===== src/common/tpc_consts.svh =====
// Register offsets, field positions, reset values and divider counts of the timer block.
`ifndef TPC_CONSTS_SVH
`define TPC_CONSTS_SVH
`define TPC_ADDR_CKCTL    8'h00
`define TPC_TMR_BASE      8'h20
`define TPC_TMR_STRIDE    8'h10
`define TPC_OFF_CTRL      8'h00
`define TPC_OFF_CFG       8'h01
`define TPC_OFF_LOW       8'h02
`define TPC_OFF_HIGH      8'h03
`define TPC_CKCTL_RESET   8'h00
`define TPC_CKCTL_WMASK   8'h1B
`define TPC_CTRL_RESET    8'h00
`define TPC_CTRL_WMASK    8'hCF
`define TPC_CFG_RESET     8'h00
`define TPC_CFG_WMASK     8'h1F
`define TPC_CNT_RESET     16'h0000
`define TPC_CNT_MAX       16'hFFFF
`define TPC_CNT_MIN       16'h0000
`define TPC_CK_T1SEL      4
`define TPC_CK_T0SEL      3
`define TPC_CK_SCA_LO     0
`define TPC_CTL_FLAG      7
`define TPC_CTL_EXTFLAG   6
`define TPC_CTL_EXTEN     3
`define TPC_CTL_RUN       2
`define TPC_CTL_CNTSEL    1
`define TPC_CTL_CAPSEL    0
`define TPC_CFG_CS_LO     3
`define TPC_CFG_TOGST     2
`define TPC_CFG_TOGEN     1
`define TPC_CFG_DECEN     0
`define TPC_SPAN_LAST     6'h2F
`define TPC_DIV12         6'h0C
`define TPC_DIV12_LAST    6'h0B
`define TPC_EXT_LAST      3'h7
`endif


===== src/common/tpc_pkg.sv =====
// Types shared by the timer prescale and up/down counter block.
package tpc_pkg;
	typedef enum logic [1:0] {
		TPC_PS_DIV12,
		TPC_PS_DIV4,
		TPC_PS_DIV48,
		TPC_PS_EXT8
	} tpc_prescale_t;
	typedef enum logic [1:0] {
		TPC_CS_DIV12,
		TPC_CS_CORE_SYSTEM_CLOCK,
		TPC_CS_EXT8,
		TPC_CS_DIV2
	} tpc_tmr_clk_t;
endpackage


===== src/common/tpc_tick_if.sv =====
// Divided clock ticks passed from the prescaler to the timer logic.
`timescale 1ns/1ps
`default_nettype none
interface tpc_tick_if;
	logic div2;
	logic div4;
	logic div12;
	logic div48;
	logic ext8;
	modport src (output div2, output div4, output div12, output div48, output ext8);
	modport snk (input div2, input div4, input div12, input div48, input ext8);
endinterface
`default_nettype wire


===== src/tpc_pin_sync.sv =====
// Two-stage synchroniser with edge detection for asynchronous pins.
`timescale 1ns/1ps
`default_nettype none
module tpc_pin_sync #(
	parameter int unsigned WIDTH = 1
) (
	// Clock and reset
	input  wire logic             i_sys_clk,
	input  wire logic             i_resetn,
	// Pins and their synchronised views
	input  wire logic [WIDTH-1:0] i_pin,
	output logic      [WIDTH-1:0] o_level,
	output logic      [WIDTH-1:0] o_fall,
	output logic      [WIDTH-1:0] o_rise
);
	logic [WIDTH-1:0] meta_q, meta_d;
	logic [WIDTH-1:0] sync_q, sync_d;
	logic [WIDTH-1:0] prev_q, prev_d;

	always_comb begin
		meta_d = i_pin;
		sync_d = meta_q;
		prev_d = sync_q;
	end

	always_ff @(posedge i_sys_clk or negedge i_resetn) begin
		if (!i_resetn) begin
			meta_q <= '1;
			sync_q <= '1;
			prev_q <= '1;
		end else begin
			meta_q <= meta_d;
			sync_q <= sync_d;
			prev_q <= prev_d;
		end
	end

	// Comparing two settled samples gives exactly one pulse per edge.
	assign o_level = sync_q;
	assign o_fall  = prev_q & ~sync_q;
	assign o_rise  = ~prev_q & sync_q;
endmodule
`default_nettype wire


===== src/tpc_prescaler.sv =====
// Free-running divider producing the shared prescaled clock ticks.
`timescale 1ns/1ps
`default_nettype none
module tpc_prescaler import tpc_pkg::*; (
	// Clock and reset
	input  wire logic i_sys_clk,
	input  wire logic i_resetn,
	// External oscillator pin
	input  wire logic i_ext_osc,
	// Tick outputs
	tpc_tick_if.src   tk
);
	`include "tpc_consts.svh"

	logic [5:0] span_q, span_d;
	logic [2:0] ext_q, ext_d;
	logic       ext_rise;

	tpc_pin_sync #(.WIDTH(1)) u_ext_sync (
		.i_sys_clk (i_sys_clk),
		.i_resetn  (i_resetn),
		.i_pin     (i_ext_osc),
		.o_level   (),
		.o_fall    (),
		.o_rise    (ext_rise)
	);

	always_comb begin
		span_d = (span_q == `TPC_SPAN_LAST) ? 6'h00 : span_q + 6'h01;
		ext_d  = ext_rise ? ext_q + 3'h1 : ext_q;
	end

	always_ff @(posedge i_sys_clk or negedge i_resetn) begin
		if (!i_resetn) begin
			span_q <= 6'h00;
			ext_q  <= 3'h0;
		end else begin
			span_q <= span_d;
			ext_q  <= ext_d;
		end
	end

	// One span of 48 cycles serves every system divider, so the ticks stay in phase.
	assign tk.div2  = span_q[0];
	assign tk.div4  = (span_q[1:0] == 2'h3);
	assign tk.div12 = ((span_q % `TPC_DIV12) == `TPC_DIV12_LAST);
	assign tk.div48 = (span_q == `TPC_SPAN_LAST);
	assign tk.ext8  = ext_rise && (ext_q == `TPC_EXT_LAST);
endmodule
`default_nettype wire


===== src/tpc_top.sv =====
// Timer 0/1 clock selection and the 16-bit up/down counters of timers 2 to 4.
`timescale 1ns/1ps
`default_nettype none
module tpc_top import tpc_pkg::*; (
	// Clock and reset
	input  wire logic       i_sys_clk,
	input  wire logic       i_resetn,
	// Special-function register port
	input  wire logic [7:0] i_sfr_addr,
	input  wire logic [7:0] i_sfr_wdata,
	input  wire logic       i_sfr_wr,
	input  wire logic       i_sfr_rd,
	output logic      [7:0] o_sfr_rdata,
	// Timer 0 and 1 clocking
	input  wire logic       i_timer_zero_counter_select,
	input  wire logic       i_timer_one_counter_select,
	input  wire logic       i_t0_count_input_pin,
	input  wire logic       i_t1_count_input_pin,
	output logic            o_t0_tick,
	output logic            o_t1_tick,
	// Timers 2 to 4 pins
	input  wire logic [2:0] i_count_input_pin,
	input  wire logic [2:0] i_direction_capture_input,
	input  wire logic       i_ext_osc,
	// Events and status
	input  wire logic       i_t1_overflow,
	output logic      [2:0] o_overflow,
	output logic      [2:0] o_ext_event,
	output logic      [2:0] o_capture_mode,
	output logic      [2:0] o_toggle_enable,
	output logic      [2:0] o_toggle_out,
	output logic      [3:0] o_uart0_baud_ovf,
	output logic      [1:0] o_uart1_baud_ovf
);
	`include "tpc_consts.svh"

	localparam int unsigned NT = 3;

	logic [7:0]  ckctl_q, ckctl_d;
	logic [7:0]  ctrl_q [NT];
	logic [7:0]  ctrl_d [NT];
	logic [7:0]  cfg_q [NT];
	logic [7:0]  cfg_d [NT];
	logic [15:0] cnt_q [NT];
	logic [15:0] cnt_d [NT];
	logic [7:0]  rdata_q, rdata_d;
	logic        t0_tick_q, t0_tick_d;
	logic        t1_tick_q, t1_tick_d;
	logic        t1_ovf_q, t1_ovf_d;
	logic [2:0]  ovf_q, ovf_d;
	logic [2:0]  evt_q, evt_d;
	logic [2:0]  step, up, wrap, ext_evt;
	logic [7:0]  pin_lvl, pin_fall;

	tpc_tick_if tk ();

	tpc_prescaler u_pre (
		.i_sys_clk (i_sys_clk),
		.i_resetn  (i_resetn),
		.i_ext_osc (i_ext_osc),
		.tk        (tk)
	);

	// Bit order: t0, t1, count pins of timers 2-4, direction pins of timers 2-4.
	tpc_pin_sync #(.WIDTH(8)) u_pin_sync (
		.i_sys_clk (i_sys_clk),
		.i_resetn  (i_resetn),
		.i_pin     ({i_direction_capture_input, i_count_input_pin,
			i_t1_count_input_pin, i_t0_count_input_pin}),
		.o_level   (pin_lvl),
		.o_fall    (pin_fall),
		.o_rise    ()
	);

	function automatic logic tmr_hit(input logic [7:0] a, input int unsigned n,
		input logic [7:0] off);
		return a == 8'(`TPC_TMR_BASE + n * `TPC_TMR_STRIDE + off);
	endfunction

	function automatic logic prescaled(input logic [1:0] sca);
		case (tpc_prescale_t'(sca))
			TPC_PS_DIV12: return tk.div12;
			TPC_PS_DIV4:  return tk.div4;
			TPC_PS_DIV48: return tk.div48;
			default:      return tk.ext8;
		endcase
	endfunction

	function automatic logic tmr_clk(input logic [1:0] sel);
		case (tpc_tmr_clk_t'(sel))
			TPC_CS_DIV12:  return tk.div12;
			TPC_CS_CORE_SYSTEM_CLOCK: return 1'b1;
			TPC_CS_EXT8:   return tk.ext8;
			default:       return tk.div2;
		endcase
	endfunction

	// Timer 0 and 1 clock selection; the pin path overrides the select bits.
	always_comb begin
		if (i_timer_zero_counter_select) begin
			t0_tick_d = pin_fall[0];
		end else if (ckctl_q[`TPC_CK_T0SEL]) begin
			t0_tick_d = 1'b1;
		end else begin
			t0_tick_d = prescaled(ckctl_q[`TPC_CK_SCA_LO +: 2]);
		end
		if (i_timer_one_counter_select) begin
			t1_tick_d = pin_fall[1];
		end else if (ckctl_q[`TPC_CK_T1SEL]) begin
			t1_tick_d = 1'b1;
		end else begin
			t1_tick_d = prescaled(ckctl_q[`TPC_CK_SCA_LO +: 2]);
		end
		t1_ovf_d = i_t1_overflow;
	end

	// Clock-control register; unused bits are never stored.
	always_comb begin
		ckctl_d = ckctl_q;
		if (i_sfr_wr && i_sfr_addr == `TPC_ADDR_CKCTL) begin
			ckctl_d = i_sfr_wdata & `TPC_CKCTL_WMASK;
		end
	end

	// Counters of timers 2 to 4. A hardware flag set wins over a software
	// write in the same cycle, so no event is lost.
	always_comb begin
		for (int i = 0; i < NT; i++) begin
			if (ctrl_q[i][`TPC_CTL_CNTSEL]) begin
				step[i] = ctrl_q[i][`TPC_CTL_RUN] && pin_fall[2 + i];
			end else begin
				step[i] = ctrl_q[i][`TPC_CTL_RUN] &&
					tmr_clk(cfg_q[i][`TPC_CFG_CS_LO +: 2]);
			end
			up[i] = !cfg_q[i][`TPC_CFG_DECEN] || pin_lvl[5 + i];
			wrap[i] = step[i] &&
				(up[i] ? cnt_q[i] == `TPC_CNT_MAX : cnt_q[i] == `TPC_CNT_MIN);
			ext_evt[i] = ctrl_q[i][`TPC_CTL_EXTEN] &&
				!cfg_q[i][`TPC_CFG_DECEN] && pin_fall[5 + i];
			cnt_d[i] = cnt_q[i];
			if (step[i]) begin
				cnt_d[i] = up[i] ? cnt_q[i] + 16'h0001 : cnt_q[i] - 16'h0001;
			end
			if (i_sfr_wr && tmr_hit(i_sfr_addr, i, `TPC_OFF_LOW)) begin
				cnt_d[i][7:0] = i_sfr_wdata;
			end
			if (i_sfr_wr && tmr_hit(i_sfr_addr, i, `TPC_OFF_HIGH)) begin
				cnt_d[i][15:8] = i_sfr_wdata;
			end
			ctrl_d[i] = ctrl_q[i];
			if (i_sfr_wr && tmr_hit(i_sfr_addr, i, `TPC_OFF_CTRL)) begin
				ctrl_d[i] = i_sfr_wdata & `TPC_CTRL_WMASK;
			end
			if (wrap[i]) begin
				ctrl_d[i][`TPC_CTL_FLAG] = 1'b1;
			end
			if (ext_evt[i]) begin
				ctrl_d[i][`TPC_CTL_EXTFLAG] = 1'b1;
			end
			cfg_d[i] = cfg_q[i];
			if (i_sfr_wr && tmr_hit(i_sfr_addr, i, `TPC_OFF_CFG)) begin
				cfg_d[i] = i_sfr_wdata & `TPC_CFG_WMASK;
			end
			if (wrap[i] && cfg_q[i][`TPC_CFG_TOGEN]) begin
				cfg_d[i][`TPC_CFG_TOGST] = ~cfg_q[i][`TPC_CFG_TOGST];
			end
			ovf_d[i] = wrap[i];
			evt_d[i] = ext_evt[i];
		end
	end

	// Read data is captured on the read strobe and holds until the next read.
	always_comb begin
		rdata_d = rdata_q;
		if (i_sfr_rd) begin
			rdata_d = 8'h00;
			if (i_sfr_addr == `TPC_ADDR_CKCTL) begin
				rdata_d = ckctl_q;
			end
			for (int i = 0; i < NT; i++) begin
				if (tmr_hit(i_sfr_addr, i, `TPC_OFF_CTRL)) begin
					rdata_d = ctrl_q[i];
				end else if (tmr_hit(i_sfr_addr, i, `TPC_OFF_CFG)) begin
					rdata_d = cfg_q[i];
				end else if (tmr_hit(i_sfr_addr, i, `TPC_OFF_LOW)) begin
					rdata_d = cnt_q[i][7:0];
				end else if (tmr_hit(i_sfr_addr, i, `TPC_OFF_HIGH)) begin
					rdata_d = cnt_q[i][15:8];
				end
			end
		end
	end

	always_ff @(posedge i_sys_clk or negedge i_resetn) begin
		if (!i_resetn) begin
			ckctl_q   <= `TPC_CKCTL_RESET;
			rdata_q   <= 8'h00;
			t0_tick_q <= 1'b0;
			t1_tick_q <= 1'b0;
			t1_ovf_q  <= 1'b0;
			ovf_q     <= 3'h0;
			evt_q     <= 3'h0;
			for (int i = 0; i < NT; i++) begin
				ctrl_q[i] <= `TPC_CTRL_RESET;
				cfg_q[i]  <= `TPC_CFG_RESET;
				cnt_q[i]  <= `TPC_CNT_RESET;
			end
		end else begin
			ckctl_q   <= ckctl_d;
			rdata_q   <= rdata_d;
			t0_tick_q <= t0_tick_d;
			t1_tick_q <= t1_tick_d;
			t1_ovf_q  <= t1_ovf_d;
			ovf_q     <= ovf_d;
			evt_q     <= evt_d;
			for (int i = 0; i < NT; i++) begin
				ctrl_q[i] <= ctrl_d[i];
				cfg_q[i]  <= cfg_d[i];
				cnt_q[i]  <= cnt_d[i];
			end
		end
	end

	assign o_sfr_rdata = rdata_q;
	assign o_t0_tick   = t0_tick_q;
	assign o_t1_tick   = t1_tick_q;
	assign o_overflow  = ovf_q;
	assign o_ext_event = evt_q;
	// Serial port 1 may take timers 2 and 3; serial port 0 timers 1 to 4.
	assign o_uart1_baud_ovf = ovf_q[1:0];
	assign o_uart0_baud_ovf = {ovf_q, t1_ovf_q};
	always_comb begin
		for (int i = 0; i < NT; i++) begin
			o_capture_mode[i]  = ctrl_q[i][`TPC_CTL_CAPSEL];
			o_toggle_enable[i] = cfg_q[i][`TPC_CFG_TOGEN];
			o_toggle_out[i]    = cfg_q[i][`TPC_CFG_TOGST];
		end
	end

	for (genvar g = 0; g < NT; g++) begin : g_chk

	end
endmodule
`default_nettype wire


===== config.mk =====
export PLATFORM = sky130hd
export DESIGN_NAME = tpc_top
export DESIGN_NICKNAME = d
export VERILOG_FILES = /design/src/common/tpc_pkg.sv /design/src/common/tpc_tick_if.sv /design/src/tpc_pin_sync.sv /design/src/tpc_prescaler.sv /design/src/tpc_top.sv
export VERILOG_INCLUDE_DIRS = /design/src /design/src/common
export SDC_FILE = /design/constraint.sdc
export NUM_CORES = 1
export LEC_CHECK = 0
export BUFFER_PORTS_ARGS = -buffer_cell sky130_fd_sc_hd__buf_2
export CAP_MARGIN = 20
export CORE_MARGIN = 1.5
export CORE_UTILIZATION = 25
export CTS_CLUSTER_DIAMETER = 120
export CTS_CLUSTER_SIZE = 10
export DETAILED_ROUTE_END_ITERATION = 6
export HOLD_SLACK_MARGIN = 0.02
export PLACE_DENSITY = 0.51
export SLEW_MARGIN = 20
export SYNTH_ARGS = -nofsm -noshare
export SYNTH_HDL_FRONTEND = slang
export SYNTH_SLANG_ARGS = --single-unit

===== constraint.sdc =====
create_clock -name i_sys_clk -period 4.52 [get_ports i_sys_clk]
set_input_delay 0.226 -clock i_sys_clk [delete_from_list [all_inputs] [get_ports i_sys_clk]]
set_output_delay 0.226 -clock i_sys_clk [all_outputs]
set_load 0.05 [all_outputs]

Word level (Yosys, flattened, before mapping) --
Cells that the tools add are included.
Word-level totals: flip-flop bits (word level) 138, word-level logic and storage cells 198, input bits 32, output and inout port bits 31
Cells by class: div/mod/pow operators 1, multiplexer cells 58, equality and inequality tests 27, $add $sub $neg 8, reductions and logical operators 61, bitwise logic cells 7
Operator list (count):
- $mux W8 | 21
- $mux W16 | 6
- $eq A8 B6 Y1 const B | 8
- $add A16 B1 Y16 const B | 3
- $eq A16 B16 Y1 const B | 3
- $logic_not A16 Y1 | 3
- $sub A16 B1 Y16 const B | 3
- $eq A8 B7 Y1 const B | 4
- $logic_and A1 B1 Y1 | 32
- $reduce_bool A2 Y1 | 15
- $mux W1 | 22
- $pmux W1 S3 | 4
- $eq A2 B2 Y1 const B | 5
- $mux W3 | 3
- $and A8 B8 Y8 | 1
- $eq A2 B1 Y1 const B | 4
- $logic_not A2 Y1 | 4
- $logic_not A8 Y1 | 1
- $not A8 Y8 | 1
- $add A6 B1 Y6 const B | 1
- $eq A6 B4 Y1 const B | 1
- $eq A6 B6 Y1 const B | 1
- $mod A6 B4 Y6 const B | 1
- $mux W6 | 1
- other kinds (7) | 14

Logic depth before layout (Yosys ltp) --
word-level depth 14, mapped depth 11, depth with buffers taken out 11

Cells and area by module --
A second synthesis with hierarchy kept.
Second synthesis, totals: cell total of the unflattened synthesis 930, area, all modules 8643.3 sq um
By module, submodules not included:
- tpc_top | cells each 842, seq. area each 2552.4 sq um, instances 1, area an instance 7285.7 sq um
- tpc_pin_sync at u_pin_sync | cells each 40, seq. area each 630.6 sq um, instances 1, area an instance 770.7 sq um
- tpc_prescaler | cells each 43, seq. area each 225.2 sq um, instances 1, area an instance 493.0 sq um
- tpc_pin_sync at u_pre.u_ext_sync | cells each 5, seq. area each 78.8 sq um, instances 1, area an instance 93.8 sq um

Worst setup path before layout --
Ideal clock, no wire load.
path kind reg2reg, from register u_pin_sync.sync_q[7], in the netlist u_pin_sync.o_level[7], to register cnt_q[14] (netlist bit), stages on the path, launching flop included 12, data required time 4.443 ns, setup slack 1.568 ns, path buffers 0, arrival 2.875 ns, clock period less this slack 2.952 ns, cells stage by stage dfstp_2 nand2b_1 inv_1 ha_1 nor2b_1 o21ai_0 a21boi_0 o41a_1 o2111ai_1 a21oi_1 or3b_1 a21oi_1
On the way: cells in the longest elaborated chain, start to end 4
RTL lines:
- start, declared | line tpc_pin_sync.sv:17 | logic [WIDTH-1:0] sync_q, sync_d;
- start signal, assigned | line tpc_pin_sync.sv:33 | sync_q <= sync_d;
- $logic_or A1 B1 Y1 | line tpc_top.sv:135 | up[i] = !cfg_q[i][`TPC_CFG_DECEN] || pin_lvl[5 + i];
- $mux W16 | line tpc_top.sv:142 | cnt_d[i] = up[i] ? cnt_q[i] + 16'h0001 : cnt_q[i] - 16'h0001;
- $mux W16 | line tpc_top.sv:141 | if (step[i]) begin
- $mux W8 | line tpc_top.sv:147 | if (i_sfr_wr && tmr_hit(i_sfr_addr, i, `TPC_OFF_HIGH)) begin
- end signal, assigned by index | line tpc_top.sv:206 | cnt_q[i] <= `TPC_CNT_RESET;
- end signal, assigned by index | line tpc_top.sv:219 | cnt_q[i] <= cnt_d[i];
- end, declared | line tpc_top.sv:44 | logic [15:0] cnt_q [NT];
Every way passes these cells. The select of a mux whose other input is x is not followed. A chain may end at the register's enable or synchronous reset.

Worst setup path after layout --
from register u_pin_sync.sync_q[7], in the netlist u_pin_sync.o_level[7], to register cnt_q[12] (netlist bit)
The elaborated chain is that of the path after synthesis.

==> impl_metrics.py <==
metrics = {
    "global_route": {
        "grt_pass1_vias": 7101,
        "grt_max_degree": 107,
        "grt_pass1_wl_um": 41900,
        "grt_util_all_layers": 0.152,
        "antenna_found_initial": 4,
        "overflow": 0,
    },
    "logic_synthesis": {
        "synth_area_leaders": "dfrtp_1, dfstp_2, ha_1",
        "ys_warn_count": 0,
        "synth.distinct_cells": 67,
        "yosys.area.top_type": "dfrtp_1",
        "seq_area_frac_synth": 0.401,
        "synth_edf_count": 0,
        "synth_nets": 1028,
        "syn_inst": 947,
        "synth_ff_type": "dfrtp_1",
        "synth_area_mm2": 0.00869,
        "synth-seq-cells": 138,
        "synth_top_area_share": 0.320,
        "synthArstFlopShare": 1.00,
        "post_synth.cell_area_avg_um2": 9.18,
    },
    "floorplan": {
        "start_util": 0.253,
        "fp.dieW_um": 189,
        "die_h_um": 189,
        "die_area_mm2": 0.0359,
        "core-area_mm2": 0.0344,
        "rows": 68,
        "io_pins": 63,
    },
    "final_layout": {
        "design_area_mm2": 0.0101,
        "nNetsFinal": 1076,
        "area_growth_pct": 16.4,
        "drive_gt1_frac": 0.185,
    },
    "timing": {
        "whs_ns": 0.151,
        "fin_crit_sh": 0.762,
        "setup_violations": 0,
        "timing.setup.tns_ns": 0,
        "setup_slack_ns": 1.08,
        "grt_setup_unrepaired": "no",
        "drv_slew": 0,
        "maxSlewHeadroom": 0.403,
        "fin_skew_ns": 0.0124,
        "hold_viol_final": 0,
        "maxClockFrequency_mhz": 290,
        "fin_crit_ns": 3.44,
        "tightest_slew_ns": 0.895,
    },
    "power": {
        "peakVddDrop_mv": 0.229,
        "p_total_w": 0.00450,
        "power_leakage_nw": 4.29,
        "p_per_area_mw_per_mm2": 445,
    },
    "drt": {
        "drtIter0Drc": 519,
        "drt-total-wl_um": 26800,
        "drc": 0,
        "via_count": 7343,
        "antenna_left": 0,
        "wl_per_cell_um": 18.3,
        "viasPerCell": 5.01,
        "drtPass1Iterations": 5,
    },
    "worst_setup_path": {
        "ff2ff_path_depth": 11,
        "startpoint": "u_pin_sync.o_level[7]",
        "crit_type": "register to register",
        "cp.arrival_ns": 3.79,
        "path_max_fanout": 16,
        "r2r_slack_ns": 1.08,
        "r2r-start": "u_pin_sync.o_level[7]",
        "cp-endpoint": "cnt_q[12]",
        "end_kind": "register",
        "worstSetupStartpointType": "register",
        "required_ns": 4.87,
        "reg2reg_to": "cnt_q[12]",
    },
    "clock_tree": {
        "cts_sinks": 138,
        "root_buffer": "clkbuf_16",
        "clk_pin_slew_ns": 0.07,
        "clk_latency_ns": 0.43,
        "postCtsSetupRepairBufs": 0,
        "cts_buffer_depth": 2,
        "cts_tree": "yes",
        "cts_buffers": 17,
        "cts_max_level": 4,
    },
    "placed_design": {
        "dpl.hpwl_um": 19300,
        "gp_congestion": 0.864,
        "place_area_mm2": 0.00935,
        "io_buffers": 62,
        "place_ws_ns": 1.14,
    },
    "worst_hold_path": {
        "hp-class": "primary input to register",
    },
    "job": {
        "cap_violations": 0,
    },
    "outcome": {
        "outcome": "completed",
    },
}
==> worst min path at each step <==
stage / start / to / slack [ns] / cells after the start
floorplan: i_resetn / cfg_q[0] / -0.07 / 0
global placement: i_t1_count_input_pin / u_pin_sync.meta_q[1] / 0.33 / 1
detailed placement: i_t1_count_input_pin / u_pin_sync.meta_q[1] / 0.33 / 1
CTS: i_sfr_wdata[5] / cnt_q[29] / 0.16 / 3
global route: i_sfr_wdata[5] / cnt_q[29] / 0.18 / 3
finish: i_sfr_wdata[5] / cnt_q[29] / 0.15 / 3
==> Yosys cell counts, types with 10 or more instances <==
cell,number
a21oi_1,107
a31oi_1,14
and3_1,12
buf_4,20
clkbuf_1,18
dfrtp_1,111
dfstp_2,27
ha_1,46
inv_1,30
mux2_2,41
mux2i_1,22
nand2_1,67
nand2b_1,12
nand3_1,16
nand4_1,15
nor2_1,95
nor2b_1,10
nor3_1,24
nor4_1,15
o21a_1,16
o21ai_0,61
o22ai_1,10
xnor2_1,26
xor2_1,11
==> area by class of cell <==
type	instances	area [um2]
timing repair buffer	83	509
antenna	2	5.00
clock buffer	17	425
inverter	30	113
tap	455	569
fill	3683	24300
sequential	138	3490
clock inverter	15	201
multi-input combinational	725	4800
==> layer usage <==
metal,vias to the layer above,global-route usage,wire (um)
met5,-,0,17
met3,40,0.0295,1180
met1,3577,0.212,12800
met2,182,0.237,12100
li1,3542,-,-
met4,2,0.0488,661
==> power breakdown <==
part	switching, W	internal (W)
Clock	0.000646	0.000849
Combinational	0.000711	0.000588
Sequential	0.000287	0.00142
==> critical path, stage by stage (launching register included) <==
cell,delay (ns)
dfstp_2,0.54
nand2b_1,0.25
inv_1,0.34
ha_1,0.41
nor2b_1,0.15
o21ai_0,0.22
a21boi_0,0.20
o41a_1,0.39
o21ai_1,0.24
o21ai_0,0.13
mux2_2,0.28
a211oi_1,0.20
==> per-stage QoR <==
step / std cells / util
4_1_cts: 1463 / 0.294
6_report: 1465 / 0.294
2_1_floorplan: 947 / -
5_1_grt: 1463 / 0.294
3_3_place_gp: 1418 / 0.272
3_5_place_dp: 1418 / 0.272
==> what timing repair did <==
item / CTS / global route
hold endpoints to repair: 59 / 0
hold buffers: 13 / 0
gates resized for setup: 0 / 0
==> cell families (layout without fill, tap and decap cells) <==
group | Yosys count | in the layout | synth area share
AO/OA/AOI/OAI | 272 | 272 | 0.190
XOR/XNOR | 37 | 37 | 0.0373
adder cells (fa/ha/maj) | 49 | 49 | 0.0731
buffers and inverters | 84 | 145 | 0.0462
flip-flops | 138 | 138 | 0.401
multiplexers | 63 | 63 | 0.0785
other | 0 | 2 | 0
AND/OR/NAND/NOR | 304 | 304 | 0.174
==> registers in the layout, summed over array words and instances, names as in the netlist <==
signal and cells:
cnt_q 48, ctrl_q 15, cfg_q 9, o_sfr_rdata 8
u_pin_sync.meta_q 8, u_pin_sync.o_level 8, u_pin_sync.prev_q 8, u_pre.span_q 6
ckctl_q 4, o_capture_mode 3, o_ext_event 3, o_overflow 3
o_toggle_enable 3, o_toggle_out 3, u_pre.ext_q 3, o_t0_tick 1
o_t1_tick 1, t1_ovf_q 1, u_pre.u_ext_sync.meta_q 1, u_pre.u_ext_sync.o_level 1
u_pre.u_ext_sync.prev_q 1
==> layout by cell type, fill, tap and decap left out, types with 5 or more instances in the layout <==
| cell type | count |
|---|---|
| nand3_1 | 16 |
| dfstp_2 | 27 |
| o21ai_0 | 61 |
| a21oi_1 | 107 |
| o21a_1 | 16 |
| dfrtp_1 | 111 |
| mux2_2 | 41 |
| buf_4 | 8 |
| nor2b_1 | 10 |
| buf_2 | 61 |
| a31oi_1 | 14 |
| nand2b_1 | 12 |
| nor4_1 | 15 |
| ha_1 | 46 |
| o211ai_1 | 6 |
| a22oi_1 | 9 |
| xnor2_1 | 26 |
| and3_1 | 12 |
| nand2_1 | 67 |
| xor2_1 | 11 |
| a21o_1 | 5 |
| nand4_1 | 15 |
| dlygate4sd3_1 | 13 |
| inv_8 | 5 |
| clkbuf_16 | 17 |
| inv_1 | 30 |
| nor2_1 | 95 |
| mux2i_1 | 22 |
| o22ai_1 | 10 |
| nor3_1 | 24 |
| or3_1 | 9 |
No activity file was read; power rests on OpenSTA's default activity.
